### config.mk
export PLATFORM = sky130hd
export DESIGN_NAME = emr_regs
export DESIGN_NICKNAME = d
export VERILOG_FILES = /design/src/pkg/emr_pkg.sv /design/src/hdl/emr_regs.sv /design/src/hdl/emr_uart_baud.sv
export SDC_FILE = /design/constraint.sdc
export NUM_CORES = 1
export LEC_CHECK = 0
export BUFFER_PORTS_ARGS = -buffer_cell sky130_fd_sc_hd__buf_2
export CELL_PAD_IN_SITES_DETAIL_PLACEMENT = 1
export CELL_PAD_IN_SITES_GLOBAL_PLACEMENT = 2
export CORE_UTILIZATION = 30
export DETAILED_ROUTE_END_ITERATION = 16
export PLACE_DENSITY = 0.81
export SYNTH_ARGS = -nofsm -noshare
export SYNTH_HDL_FRONTEND = slang
export SYNTH_SLANG_ARGS = --single-unit
export TNS_END_PERCENT = 30
### constraint.sdc
create_clock -name sys_clk -period 6.6 [get_ports sys_clk]
set_clock_uncertainty 0.15 [all_clocks]
set_input_delay 1.32 -clock sys_clk [delete_from_list [all_inputs] [get_ports sys_clk]]
set_output_delay 1.32 -clock sys_clk [all_outputs]
set_load 0.05 [all_outputs]
### src/pkg/emr_pkg.sv
// emr_pkg: constants and carrier types for the measurement register bank
// assumes a 20 MHz system clock; all timing counts derive from it
package emr_pkg;

  localparam int unsigned CLK_HZ        = 20_000_000;
  localparam int unsigned POR_DELAY_MS  = 5;
  localparam int unsigned POR_CYCLES    = (POR_DELAY_MS * (CLK_HZ / 1000));
  localparam int unsigned PULSE_WIDE_MS = 80;
  localparam int unsigned PULSE_WIDE_CYCLES = PULSE_WIDE_MS * (CLK_HZ / 1000);
  localparam int unsigned PULSE_LONG_MS = 160;
  localparam int unsigned PULSE_LONG_CYCLES = PULSE_LONG_MS * (CLK_HZ / 1000);

  localparam int unsigned BAUD_SLOW     = 2400;
  localparam int unsigned BAUD_FAST     = 9600;
  localparam int unsigned BIT_SLOW_CYC  = CLK_HZ / BAUD_SLOW;
  localparam int unsigned BIT_FAST_CYC  = CLK_HZ / BAUD_FAST;
  localparam int unsigned BAUD_SPLIT    = (BIT_SLOW_CYC + BIT_FAST_CYC) / 2;

  localparam int unsigned SPI_MIN_BPS   = 200;
  localparam int unsigned SPI_MAX_BPS   = 160_000;

  localparam logic [6:0] ADDR_L_APPARENT  = 7'h4f;
  localparam logic [6:0] ADDR_N_CURRENT   = 7'h68;
  localparam logic [6:0] ADDR_N_ACTIVE    = 7'h6a;
  localparam logic [6:0] ADDR_N_REACTIVE  = 7'h6b;
  localparam logic [6:0] ADDR_N_PF        = 7'h6d;
  localparam logic [6:0] ADDR_N_ANGLE     = 7'h6e;
  localparam logic [6:0] ADDR_N_APPARENT  = 7'h6f;

  localparam logic [15:0] RESET_VALUE     = 16'h0000;
  localparam logic [15:0] APPARENT_MAX    = 16'h7fff;
  localparam logic [15:0] PF_MAG_MAX      = 16'h03e8;
  localparam logic [15:0] ANGLE_POS_MAX   = 16'h0708;
  localparam logic [15:0] ANGLE_NEG_MIN   = 16'hf8f8;
  localparam int unsigned SIGN_BIT        = 15;

  typedef struct packed {
    logic [15:0] l_apparent;
    logic [15:0] n_current;
    logic [15:0] n_active;
    logic [15:0] n_reactive;
    logic [15:0] n_pf;
    logic [15:0] n_angle;
    logic [15:0] n_apparent;
  } emr_meas_t;

  typedef struct packed {
    logic       valid;
    logic       write;
    logic [6:0] addr;
  } emr_req_t;

endpackage : emr_pkg

### src/hdl/emr_regs.sv
// emr_regs: read-only measurement register bank with pulse output and reset hold
// assumes measurement words arrive on sys_clk from the datapath with an update strobe
// Overview of operation
// - apparent power words are 16 bits with the top bit forced to zero
// - n line current rms is unsigned 16 bits, three fractional digits
// - n line active power is two's complement, sign on top
// - n line reactive power is two's complement, sign on top
// - power factor is sign plus magnitude, magnitude at most 1.000
// - phase angle is signed, clamped to plus or minus 180.0 degrees
// - pulse width 80 ms if period at least 160 ms, else half period
// - uart rate 2400 or 9600 detected automatically
// - logic held in reset 5 ms after power-on before operating
`timescale 1ns/1ps
module emr_regs
  import emr_pkg::*;
#(
  parameter int unsigned POR_CNT    = POR_CYCLES,
  parameter int unsigned WIDE_CNT   = PULSE_WIDE_CYCLES,
  parameter int unsigned LONG_CNT   = PULSE_LONG_CYCLES,
  parameter int unsigned PER_W      = 24
) (
  input  wire logic        sys_clk,
  input  wire logic        srst,
  input  wire logic        clk_en,
  input  wire emr_meas_t   meas_in,
  input  wire logic        meas_update,
  input  wire emr_req_t    req,
  input  wire logic        energy_tick,
  input  wire logic        uart_rx_pin,
  output logic [15:0]      rd_data,
  output logic             rd_valid,
  output logic             energy_pulse_out,
  output logic             ready,
  output logic             baud_locked,
  output logic             baud_fast
);

  initial begin
    if (POR_CNT < 1 || WIDE_CNT < 1 || LONG_CNT < 2 * WIDE_CNT - 1)
      $error("emr_regs: bad timing parameters");
    if (PER_W < $clog2(LONG_CNT + 1) || PER_W < $clog2(POR_CNT + 1))
      $error("emr_regs: period counter too narrow");
  end

  // ---------- power-on hold ----------
  logic [PER_W-1:0] por_cnt;
  logic             run;

  always_ff @(posedge sys_clk) begin
    if (srst) begin
      por_cnt <= '0;
      run     <= 1'b0;
    end else if (clk_en && !run) begin
      if (por_cnt == PER_W'(POR_CNT - 1)) run <= 1'b1;
      else por_cnt <= por_cnt + 1'b1;
    end
  end

  // ---------- format conditioning ----------
  function automatic logic [15:0] clamp_pf(input logic [15:0] v);
    logic [14:0] mag;
    mag = v[14:0];
    if ({1'b0, mag} > PF_MAG_MAX) mag = PF_MAG_MAX[14:0];
    return {v[SIGN_BIT], mag};
  endfunction : clamp_pf

  function automatic logic [15:0] clamp_angle(input logic [15:0] v);
    if (!v[SIGN_BIT] && v > ANGLE_POS_MAX) return ANGLE_POS_MAX;
    if (v[SIGN_BIT] && v < ANGLE_NEG_MIN) return ANGLE_NEG_MIN;
    return v;
  endfunction : clamp_angle

  emr_meas_t bank;
  emr_meas_t next_bank;

  assign next_bank.l_apparent = {1'b0, meas_in.l_apparent[14:0]};
  assign next_bank.n_apparent = {1'b0, meas_in.n_apparent[14:0]};
  assign next_bank.n_current  = meas_in.n_current;
  assign next_bank.n_active   = meas_in.n_active;
  assign next_bank.n_reactive = meas_in.n_reactive;
  assign next_bank.n_pf       = clamp_pf(meas_in.n_pf);
  assign next_bank.n_angle    = clamp_angle(meas_in.n_angle);

  // bank only changes on datapath updates; bus writes never reach it
  always_ff @(posedge sys_clk) begin
    if (srst) begin
      bank <= '0;
    end else if (clk_en && run && meas_update) begin
      bank <= next_bank;
    end
  end

  // ---------- read port ----------
  wire logic [15:0] sel_data =
    (req.addr == ADDR_L_APPARENT) ? bank.l_apparent :
    (req.addr == ADDR_N_CURRENT)  ? bank.n_current  :
    (req.addr == ADDR_N_ACTIVE)   ? bank.n_active   :
    (req.addr == ADDR_N_REACTIVE) ? bank.n_reactive :
    (req.addr == ADDR_N_PF)       ? bank.n_pf       :
    (req.addr == ADDR_N_ANGLE)    ? bank.n_angle    :
    (req.addr == ADDR_N_APPARENT) ? bank.n_apparent : RESET_VALUE;
  wire logic rd_hit = req.valid && !req.write && run;

  always_ff @(posedge sys_clk) begin
    if (srst) begin
      rd_data  <= RESET_VALUE;
      rd_valid <= 1'b0;
      ready    <= 1'b0;
    end else if (clk_en) begin
      ready    <= run;
      rd_valid <= rd_hit;
      if (rd_hit) rd_data <= sel_data;
    end
  end

  // ---------- energy pulse shaping ----------
  typedef enum logic [1:0] {
    PS_IDLE = 2'b00,
    PS_HIGH = 2'b01,
    PS_LOW  = 2'b10
  } emr_pstate_t;

  emr_pstate_t      pstate;
  emr_pstate_t      next_pstate;
  logic [PER_W-1:0] period_cnt;
  logic [PER_W-1:0] last_period;
  logic [PER_W-1:0] high_cnt;
  logic             seen_tick;

  // width from the previous tick spacing: short periods get half, long get full
  wire logic [PER_W-1:0] half_period = last_period >> 1;
  wire logic long_period = !seen_tick || (last_period >= PER_W'(LONG_CNT));
  wire logic [PER_W-1:0] target_w =
    long_period ? PER_W'(WIDE_CNT) : ((half_period == '0) ? PER_W'(1) : half_period);
  wire logic tick_go = run && energy_tick;

  always_comb begin
    next_pstate = pstate;
    case (pstate)
      PS_IDLE: if (tick_go) next_pstate = PS_HIGH;
      PS_HIGH: if (high_cnt + 1'b1 >= target_w) next_pstate = PS_LOW;
      PS_LOW:  if (tick_go) next_pstate = PS_HIGH;
      default: next_pstate = PS_IDLE;
    endcase
  end

  always_ff @(posedge sys_clk) begin
    if (srst) begin
      pstate           <= PS_IDLE;
      period_cnt       <= '0;
      last_period      <= '0;
      high_cnt         <= '0;
      seen_tick        <= 1'b0;
      energy_pulse_out <= 1'b0;
    end else if (clk_en) begin
      pstate <= next_pstate;
      if (tick_go) begin
        last_period <= period_cnt;
        seen_tick   <= (pstate != PS_IDLE) || seen_tick;
        period_cnt  <= PER_W'(1);
      end else if (period_cnt != {PER_W{1'b1}}) begin
        period_cnt <= period_cnt + 1'b1;
      end
      high_cnt         <= (next_pstate == PS_HIGH && pstate == PS_HIGH) ? high_cnt + 1'b1 : '0;
      energy_pulse_out <= (next_pstate == PS_HIGH);
    end
  end

  // ---------- uart rate detection ----------
  logic rx_meta;
  logic rx_sync;

  always_ff @(posedge sys_clk) begin
    if (srst) begin
      rx_meta <= 1'b1;
      rx_sync <= 1'b1;
    end else if (clk_en) begin
      rx_meta <= uart_rx_pin;
      rx_sync <= rx_meta;
    end
  end

  logic lock_i;
  logic fast_i;

  emr_uart_baud #(
    .CNT_W (PER_W)
  ) u_baud (
    .sys_clk     (sys_clk),
    .srst        (srst),
    .clk_en      (clk_en && run),
    .rx_sync     (rx_sync),
    .baud_locked (lock_i),
    .baud_fast   (fast_i)
  );

  always_ff @(posedge sys_clk) begin
    if (srst) begin
      baud_locked <= 1'b0;
      baud_fast   <= 1'b0;
    end else if (clk_en) begin
      baud_locked <= lock_i;
      baud_fast   <= fast_i;
    end
  end

  // ---------- checks ----------
  property p_app_top;
    @(posedge sys_clk) disable iff (srst)
      !bank.l_apparent[SIGN_BIT] && !bank.n_apparent[SIGN_BIT];
  endproperty
  a_app_top: assert property (p_app_top) else $error("apparent top bit set");

  property p_cur_copy;
    @(posedge sys_clk) disable iff (srst)
      (clk_en && run && meas_update) |=> bank.n_current == $past(meas_in.n_current);
  endproperty
  a_cur_copy: assert property (p_cur_copy) else $error("current not stored");

  property p_act_copy;
    @(posedge sys_clk) disable iff (srst)
      (clk_en && run && meas_update) |=> bank.n_active == $past(meas_in.n_active)
        && bank.n_reactive == $past(meas_in.n_reactive);
  endproperty
  a_act_copy: assert property (p_act_copy) else $error("power not stored");

  property p_react_sign;
    @(posedge sys_clk) disable iff (srst)
      (clk_en && run && meas_update) |=>
        bank.n_reactive[SIGN_BIT] == $past(meas_in.n_reactive[SIGN_BIT]);
  endproperty
  a_react_sign: assert property (p_react_sign) else $error("reactive sign lost");

  property p_pf_range;
    @(posedge sys_clk) disable iff (srst)
      {1'b0, bank.n_pf[14:0]} <= PF_MAG_MAX;
  endproperty
  a_pf_range: assert property (p_pf_range) else $error("pf out of range");

  property p_angle_range;
    @(posedge sys_clk) disable iff (srst)
      $signed(bank.n_angle) <= $signed(ANGLE_POS_MAX)
        && $signed(bank.n_angle) >= $signed(ANGLE_NEG_MIN);
  endproperty
  a_angle_range: assert property (p_angle_range) else $error("angle out of range");

  property p_pulse_cap;
    @(posedge sys_clk) disable iff (srst)
      high_cnt < PER_W'(WIDE_CNT);
  endproperty
  a_pulse_cap: assert property (p_pulse_cap) else $error("pulse too wide");

  property p_por_hold;
    @(posedge sys_clk) disable iff (srst)
      !run |-> !ready && !rd_valid && !energy_pulse_out;
  endproperty
  a_por_hold: assert property (p_por_hold) else $error("active during hold");

  property p_read_stable;
    @(posedge sys_clk) disable iff (srst)
      (clk_en && rd_hit && !meas_update) |=> rd_valid && rd_data == $past(sel_data)
        && bank == $past(bank);
  endproperty
  a_read_stable: assert property (p_read_stable) else $error("read altered bank");

endmodule : emr_regs

### src/hdl/emr_uart_baud.sv
// emr_uart_baud: measures the first start bit on the uart line and picks the rate
// assumes the line input is already synchronised to sys_clk
`timescale 1ns/1ps
module emr_uart_baud
  import emr_pkg::*;
#(
  parameter int unsigned CNT_W = 16
) (
  input  wire logic sys_clk,
  input  wire logic srst,
  input  wire logic clk_en,
  input  wire logic rx_sync,
  output logic      baud_locked,
  output logic      baud_fast
);

  initial begin
    if (CNT_W < $clog2(BIT_SLOW_CYC + 1)) $error("emr_uart_baud: counter too narrow");
  end

  logic             rx_prev;
  logic             measuring;
  logic [CNT_W-1:0] low_cnt;

  wire fall = rx_prev & ~rx_sync;
  wire rise = ~rx_prev & rx_sync;
  wire short_bit = (low_cnt < CNT_W'(BAUD_SPLIT));

  // first low pulse after reset is a start bit followed by a one; its width sets rate
  always_ff @(posedge sys_clk) begin
    if (srst) begin
      rx_prev     <= 1'b1;
      measuring   <= 1'b0;
      low_cnt     <= '0;
      baud_locked <= 1'b0;
      baud_fast   <= 1'b0;
    end else if (clk_en) begin
      rx_prev <= rx_sync;
      if (!baud_locked && fall) begin
        measuring <= 1'b1;
        low_cnt   <= '0;
      end else if (measuring && rise) begin
        measuring   <= 1'b0;
        baud_locked <= 1'b1;
        baud_fast   <= short_bit;
      end else if (measuring && low_cnt != {CNT_W{1'b1}}) begin
        low_cnt <= low_cnt + 1'b1;
      end
    end
  end

  property p_lock_on_rise;
    @(posedge sys_clk) disable iff (srst)
      (clk_en && measuring && rise && !fall) |=> baud_locked;
  endproperty
  a_lock_on_rise: assert property (p_lock_on_rise) else $error("baud not locked");

endmodule : emr_uart_baud

* Yosys cells after proc, flatten, opt, wreduce, memory -nomap -nowiden
Cells that the tools add are included.
** Operators by class
- $add $sub $neg :: 4
- Magnitude comparators :: 6
- Equality and inequality tests :: 14
- Muxes and demuxes :: 28
- Bitwise gates (word level) :: 6
- Reductions and logical operators :: 34
** Operator list (count)
- 16-bit 2-to-1 mux :: 10
- 24-bit 2-to-1 mux :: 6
- 24-bit by 1-bit adder with 24-bit output (second input constant) :: 4
- 7-bit == test (second input constant) :: 7
- 24-bit != test (second input constant) :: 2
- 23-bit 2-to-1 mux :: 2
- 15-bit 2-to-1 mux :: 2
- 24-bit by 17-bit == test with 1-bit output (second input constant) :: 1
- 24-bit by 22-bit greater-or-equal comparator with 1-bit output (second input constant) :: 1
- 24-bit by 23-bit greater-or-equal comparator with 1-bit output :: 1
- 24-bit zero test :: 1
- 24-bit by 13-bit less-than comparator with 1-bit output (second input constant) :: 1
- 16-bit by 11-bit > comparator with 1-bit output (second input constant) :: 1
- 16-bit less-than comparator (second input constant) :: 1
- 15-bit by 10-bit > comparator with 1-bit output (second input constant) :: 1
- 1-bit logical AND :: 12
- 2-bit AND reduction :: 6
- 2-bit nonzero test :: 4
- 3-bit AND reduction :: 2
- 1-bit zero test :: 5
- 1-bit 2-to-1 mux :: 5
- 2-bit by 1-bit == test with 1-bit output (second input constant) :: 2
- 2-bit 2-to-1 mux :: 2
- 1-bit inverter :: 4
- 7 further kinds :: 9
** Word-level totals
- Flip-flop bits (word level) :: 261
- Input port bits :: 127
- Output and inout port bits :: 21
- Word-level logic and storage cells :: 119

* Depth between registers and ports, before layout
- Depth in word-level cells :: 9
- Mapped depth :: 15
- Depth with buffers taken out :: 13

* Hierarchy
From an unflattened synthesis, not the netlist that was laid out.
** Second synthesis, totals
- Cell total of the unflattened synthesis :: 1527
- Area, all modules :: 12250.5 um2
** By module, submodules not included
- emr_regs :: instances 1, cells an instance 1325, area an instance 10611.4 um2, seq. area each 4644.5 um2
- emr_uart_baud :: instances 1, cells an instance 202, area an instance 1639.1 um2, seq. area each 560.5 um2

* Least setup slack after synthesis
OpenSTA, ideal clock, no wires.
- Kind :: register to register
- Start point :: register last_period[16]
- End point :: register high_cnt[8]
- Library setup time :: 72 ps
- Arrival :: 3336 ps
- Data required time :: 6378 ps
- Path slack :: 3042 ps
- Cell stages (with the launch flop) :: 14
- Path buffers :: 2
- Period minus slack after synthesis :: 3558 ps
- Path through :: dfxtp_1 nor4_1 nand2_1 a31oi_1 clkbuf_1 nand2_1 ha_1 a21o_1 a2111oi_0 o21ai_1 a2111oi_4 buf_6 nand3_2 mux2i_1
** Between the ends
- Word-level cells in the longest chain between the ends :: 9
- Elaborated cells on any way between the ends :: 11
- Classes of those cells :: order compare: 2; eq/ne: 1; mux: 5; reduce/logical: 3
** RTL lines
- start, declared :: RTL line emr_regs.sv:126 : logic [PER_W-1:0] last_period;
- start signal, assigned :: RTL line emr_regs.sv:158 : last_period <= period_cnt;
- 24-bit by 22-bit greater-or-equal comparator with 1-bit output or 24-bit zero test (tied branches) :: RTL line emr_regs.sv:132, emr_regs.sv:134
- 1-bit logical OR or 23-bit 2-to-1 mux (tied branches) :: RTL line emr_regs.sv:132, emr_regs.sv:134
- 23-bit 2-to-1 mux * :: RTL line emr_regs.sv:134 : long_period ? PER_W'(WIDE_CNT) : ((half_period == '0) ? PER_W'(1) : half_period);
- 24-bit by 23-bit greater-or-equal comparator with 1-bit output * :: RTL line emr_regs.sv:141 : PS_HIGH: if (high_cnt + 1'b1 >= target_w) next_pstate = PS_LOW;
- 2-bit 2-to-1 mux * :: RTL line emr_regs.sv:141
- 2-bit one-hot mux with 2 select lines * :: RTL line emr_regs.sv:139 : case (pstate)
- 2-bit by 1-bit == test with 1-bit output * :: RTL line emr_regs.sv:164 : high_cnt <= (next_pstate == PS_HIGH && pstate == PS_HIGH) ? high_cnt + 1'b1 : '0;
- 1-bit logical AND * :: RTL line emr_regs.sv:164
- 24-bit 2-to-1 mux * :: RTL line emr_regs.sv:164
- end signal, assigned :: RTL line emr_regs.sv:164
- end, declared :: RTL line emr_regs.sv:127 : logic [PER_W-1:0] high_cnt;
Mark *: on every way between the ends. The rest lies on a longest branch, timed or not.
A chain may end at the register's enable or synchronous reset.

* Worst setup path in the final report
- Start point :: register high_cnt[0]
- End point :: register high_cnt[8]
** Between the ends
- Word-level cells in the longest chain between the ends :: 7
** RTL lines (RTL line)
- 24-bit by 1-bit adder with 24-bit output * :: emr_regs.sv:141, emr_regs.sv:164
- 24-bit by 23-bit greater-or-equal comparator with 1-bit output :: emr_regs.sv:141
- 2-bit 2-to-1 mux :: emr_regs.sv:141
- 2-bit one-hot mux with 2 select lines :: emr_regs.sv:139
- 2-bit by 1-bit == test with 1-bit output :: emr_regs.sv:164
- 1-bit logical AND :: emr_regs.sv:164
- 24-bit 2-to-1 mux * :: emr_regs.sv:164
Marked as above.

==> flow_metrics.env <==
export IMPL_status="finished clean"
export IMPL_viasPerCell=5.04
export IMPL_clkLatencyLatePin_ns=0.57
export IMPL_min_period_ns=4.23
export IMPL_dieHeight_um=202
export IMPL_synth_seq_area_share_pct=43.4
export IMPL_met2_usage_pct=30.6
export IMPL_crit_type="flop to flop"
export IMPL_drt_iter0_markers=405
export IMPL_nNetsFinal=1722
export IMPL_critical_path_buf_inv_count=0
export IMPL_synthCells=1465
export IMPL_drive_gt1_share_pct=14.2
export IMPL_synthTopCellsByArea="dfxtp_1, nand2_1, a21oi_1"
export IMPL_r2r_setup_slack_ns=2.37
export IMPL_finalCritPeriodShare_pct=64.1
export IMPL_core_area_um2=39000
export IMPL_grt_use_met1_pct=23.0
export IMPL_use_met3_pct=3.22
export IMPL_cts_hold_buffers=0
export IMPL_top_usage_layer="met2"
export IMPL_grt_pass1_vias=11000
export IMPL_syn_area_per_cell_um2=8.19
export IMPL_place_ws_ns=2.43
export IMPL_ctsResizeCount=0
export IMPL_worstPathArrival_ns=4.58
export IMPL_grt_pass1_wl_um=59200
export IMPL_globalplace_congestion=0.773
export IMPL_hold_start="bank[6]"
export IMPL_ys_flop_type="dfxtp_1"
export IMPL_rr_startpoint="high_cnt[0]"
export IMPL_crit_path_end_kind="flop"
export IMPL_async_flop_share_pct=0
export IMPL_synth_top_area_share_pct=43.4
export IMPL_final_max_slew_viol_count=0
export IMPL_dp_hpwl_um=26300
export IMPL_maxCapViolCount=0
export IMPL_dpl_cell_area_um2=13100
export IMPL_utilization_pct=36.2
export IMPL_tightest_slew_ns=1.08
export IMPL_p_leak_nw=5.13
export IMPL_power_density_nw_per_um2=237
export IMPL_rows=72
export IMPL_min_to="bank[6]"
export IMPL_overflow=0
export IMPL_worstPathRequired_ns=6.95
export IMPL_drt_wl_total_um=36400
export IMPL_clk_pin_slew_ns=0.06
export IMPL_yosys_warnings=0
export IMPL_cts_setup_buffers=0
export IMPL_routedWlPerCell_um=17.2
export IMPL_h_tree_depth=1
export IMPL_rsz0062_at_grt="false"
export IMPL_die_area_um2=40800
export IMPL_setup_viol=0
export IMPL_peakVddDrop_v=0.000202
export IMPL_worstPathCellList="ha_1, nand2_1, nor3_1, and2_1, nand4_1, xnor2_1, ha_1, nand2_1, o21a_1, o21ai_0, a2111oi_4, a31oi_1, mux2i_1"
export IMPL_hold_viol=0
export IMPL_max_slew_margin_rel_pct=27.7
export IMPL_numPortBuffers=145
export IMPL_drc=0
export IMPL_power_total_mw=3.35
export IMPL_fin_cells=2110
export IMPL_vias=10600
export IMPL_finalSetupTns_ns=0
export IMPL_critPathTopFamily="compound AO/OA/AOI/OAI gates"
export IMPL_max_freq_mhz=236
export IMPL_cts_sinks=260
export IMPL_cts_tree="built"
export IMPL_root_buffer="clkbuf_16"
export IMPL_final_setup_worst_slack_ns=2.37
export IMPL_netlist_top_cells_count="nand2_1, dfxtp_1, a21oi_1, nor2_1, clkbuf_1"
export IMPL_r2r_end="high_cnt[8]"
export IMPL_start_util_pct=30.8
export IMPL_postLayoutCellArea_um2=14100
export IMPL_track_usage_pct=17.8
export IMPL_crit_path_start_kind="flop"
export IMPL_synth_seq_cells=260
export IMPL_syn_to_final_growth_pct=17.7
export IMPL_ys_types=71
export IMPL_antenna_found_initial=2
export IMPL_cts_buffer_depth=3
export IMPL_postRouteAntennaNets=0
export IMPL_cpPeakStageDelay_ns=0.97
export IMPL_chipWidth_um=202
export IMPL_ios=148
export IMPL_numCtsBuffers=31
export IMPL_synth_edff_count=0
export IMPL_cpMaxStageDelayCell="a2111oi_4"
export IMPL_reg2reg_depth=13
export IMPL_hold_path_class="flop to flop"
export IMPL_synth_most_common_cell="nand2_1"
export IMPL_synth_largest_area_cell="dfxtp_1"
export IMPL_placed_cells=2053
export IMPL_worst_path_max_fanout=15
export IMPL_grt_max_degree=95
export IMPL_hold_slack_ns=0.299
export IMPL_syn_area_um2=12000
export IMPL_whs_path_depth=2
export IMPL_dr_pass1_iters=5
worst reg2reg max path, delay by kind of cell, from the launching register on:
family,cells,cell delay [ns]
xor+xnor,1,0.30
compound gates,4,1.43
mux,1,0.17
flops,1,0.41
simple gates,5,1.18
fa+ha+maj,2,0.53
cell type report:
| class | count | area, um2 |
|---|---|---|
| Antenna cell | 1 | 2.50 |
| Clock buffer | 50 | 947 |
| Multi-Input combinational cell | 1104 | 6410 |
| Sequential cell | 260 | 5200 |
| Inverter | 17 | 63.8 |
| Timing Repair Buffer | 154 | 800 |
| Fill cell | 4687 | 24900 |
| Tap cell | 518 | 648 |
| Clock inverter | 6 | 37.5 |
report_power, final:
part           switching (mW)  internal (mW)
registers             0.00296           1.57
clock network           0.679          0.972
logic                  0.0787         0.0446
total                   0.761           2.59
worst max path at each step:
stage / from / to / slack (ns) / depth (start not counted)
after floorplan: last_period[16] / high_cnt[8] / 3.04 / 13
after global placement: clk_en / high_cnt[8] / 2.57 / 7
after detailed placement: clk_en / high_cnt[8] / 2.43 / 7
after CTS: high_cnt[0] / high_cnt[8] / 2.37 / 13
after global routing: last_period[17] / high_cnt[8] / 2.04 / 11
final: high_cnt[0] / high_cnt[8] / 2.37 / 13
cell families after synthesis:
logic type	synth area share [%]
and+or+nand+nor	26.4
AOI/OAI and AO/OA	17.5
DFF	43.4
buffers and inverters	3.32
xor gates and xnor gates	5.48
adders and majority gates	2.82
muxes	1.08
other	0.0313
layout by cell type (no fill, tap or decap), types with 26 or more instances in the layout:
master,synthesis,routed
xor2_1,44,44
nand3_1,47,47
clkbuf_16,0,31
buf_2,6,144
dfxtp_1,260,260
a21oi_1,156,156
nand2_1,299,298
nor3_1,26,26
nor2_1,128,127
xnor2_1,31,31
ha_1,27,27
nand4_1,31,31
flip-flops by register name (all words and copies together) (netlist names), 2 cells and up:
register	cells
u_baud.low_cnt	24
por_cnt	24
rd_data	16
period_cnt	24
last_period	23
high_cnt	24
bank	110
pstate	2
per-layer routing:
layer / vias to the layer above / share of wire [%]
li1: 5348 / -
met1: 5065 / 47
met2: 180 / 47
met3: 49 / 4.3
met4: 0 / 1.8
met5: - / 0
No activity file was read; power rests on OpenSTA's default activity.
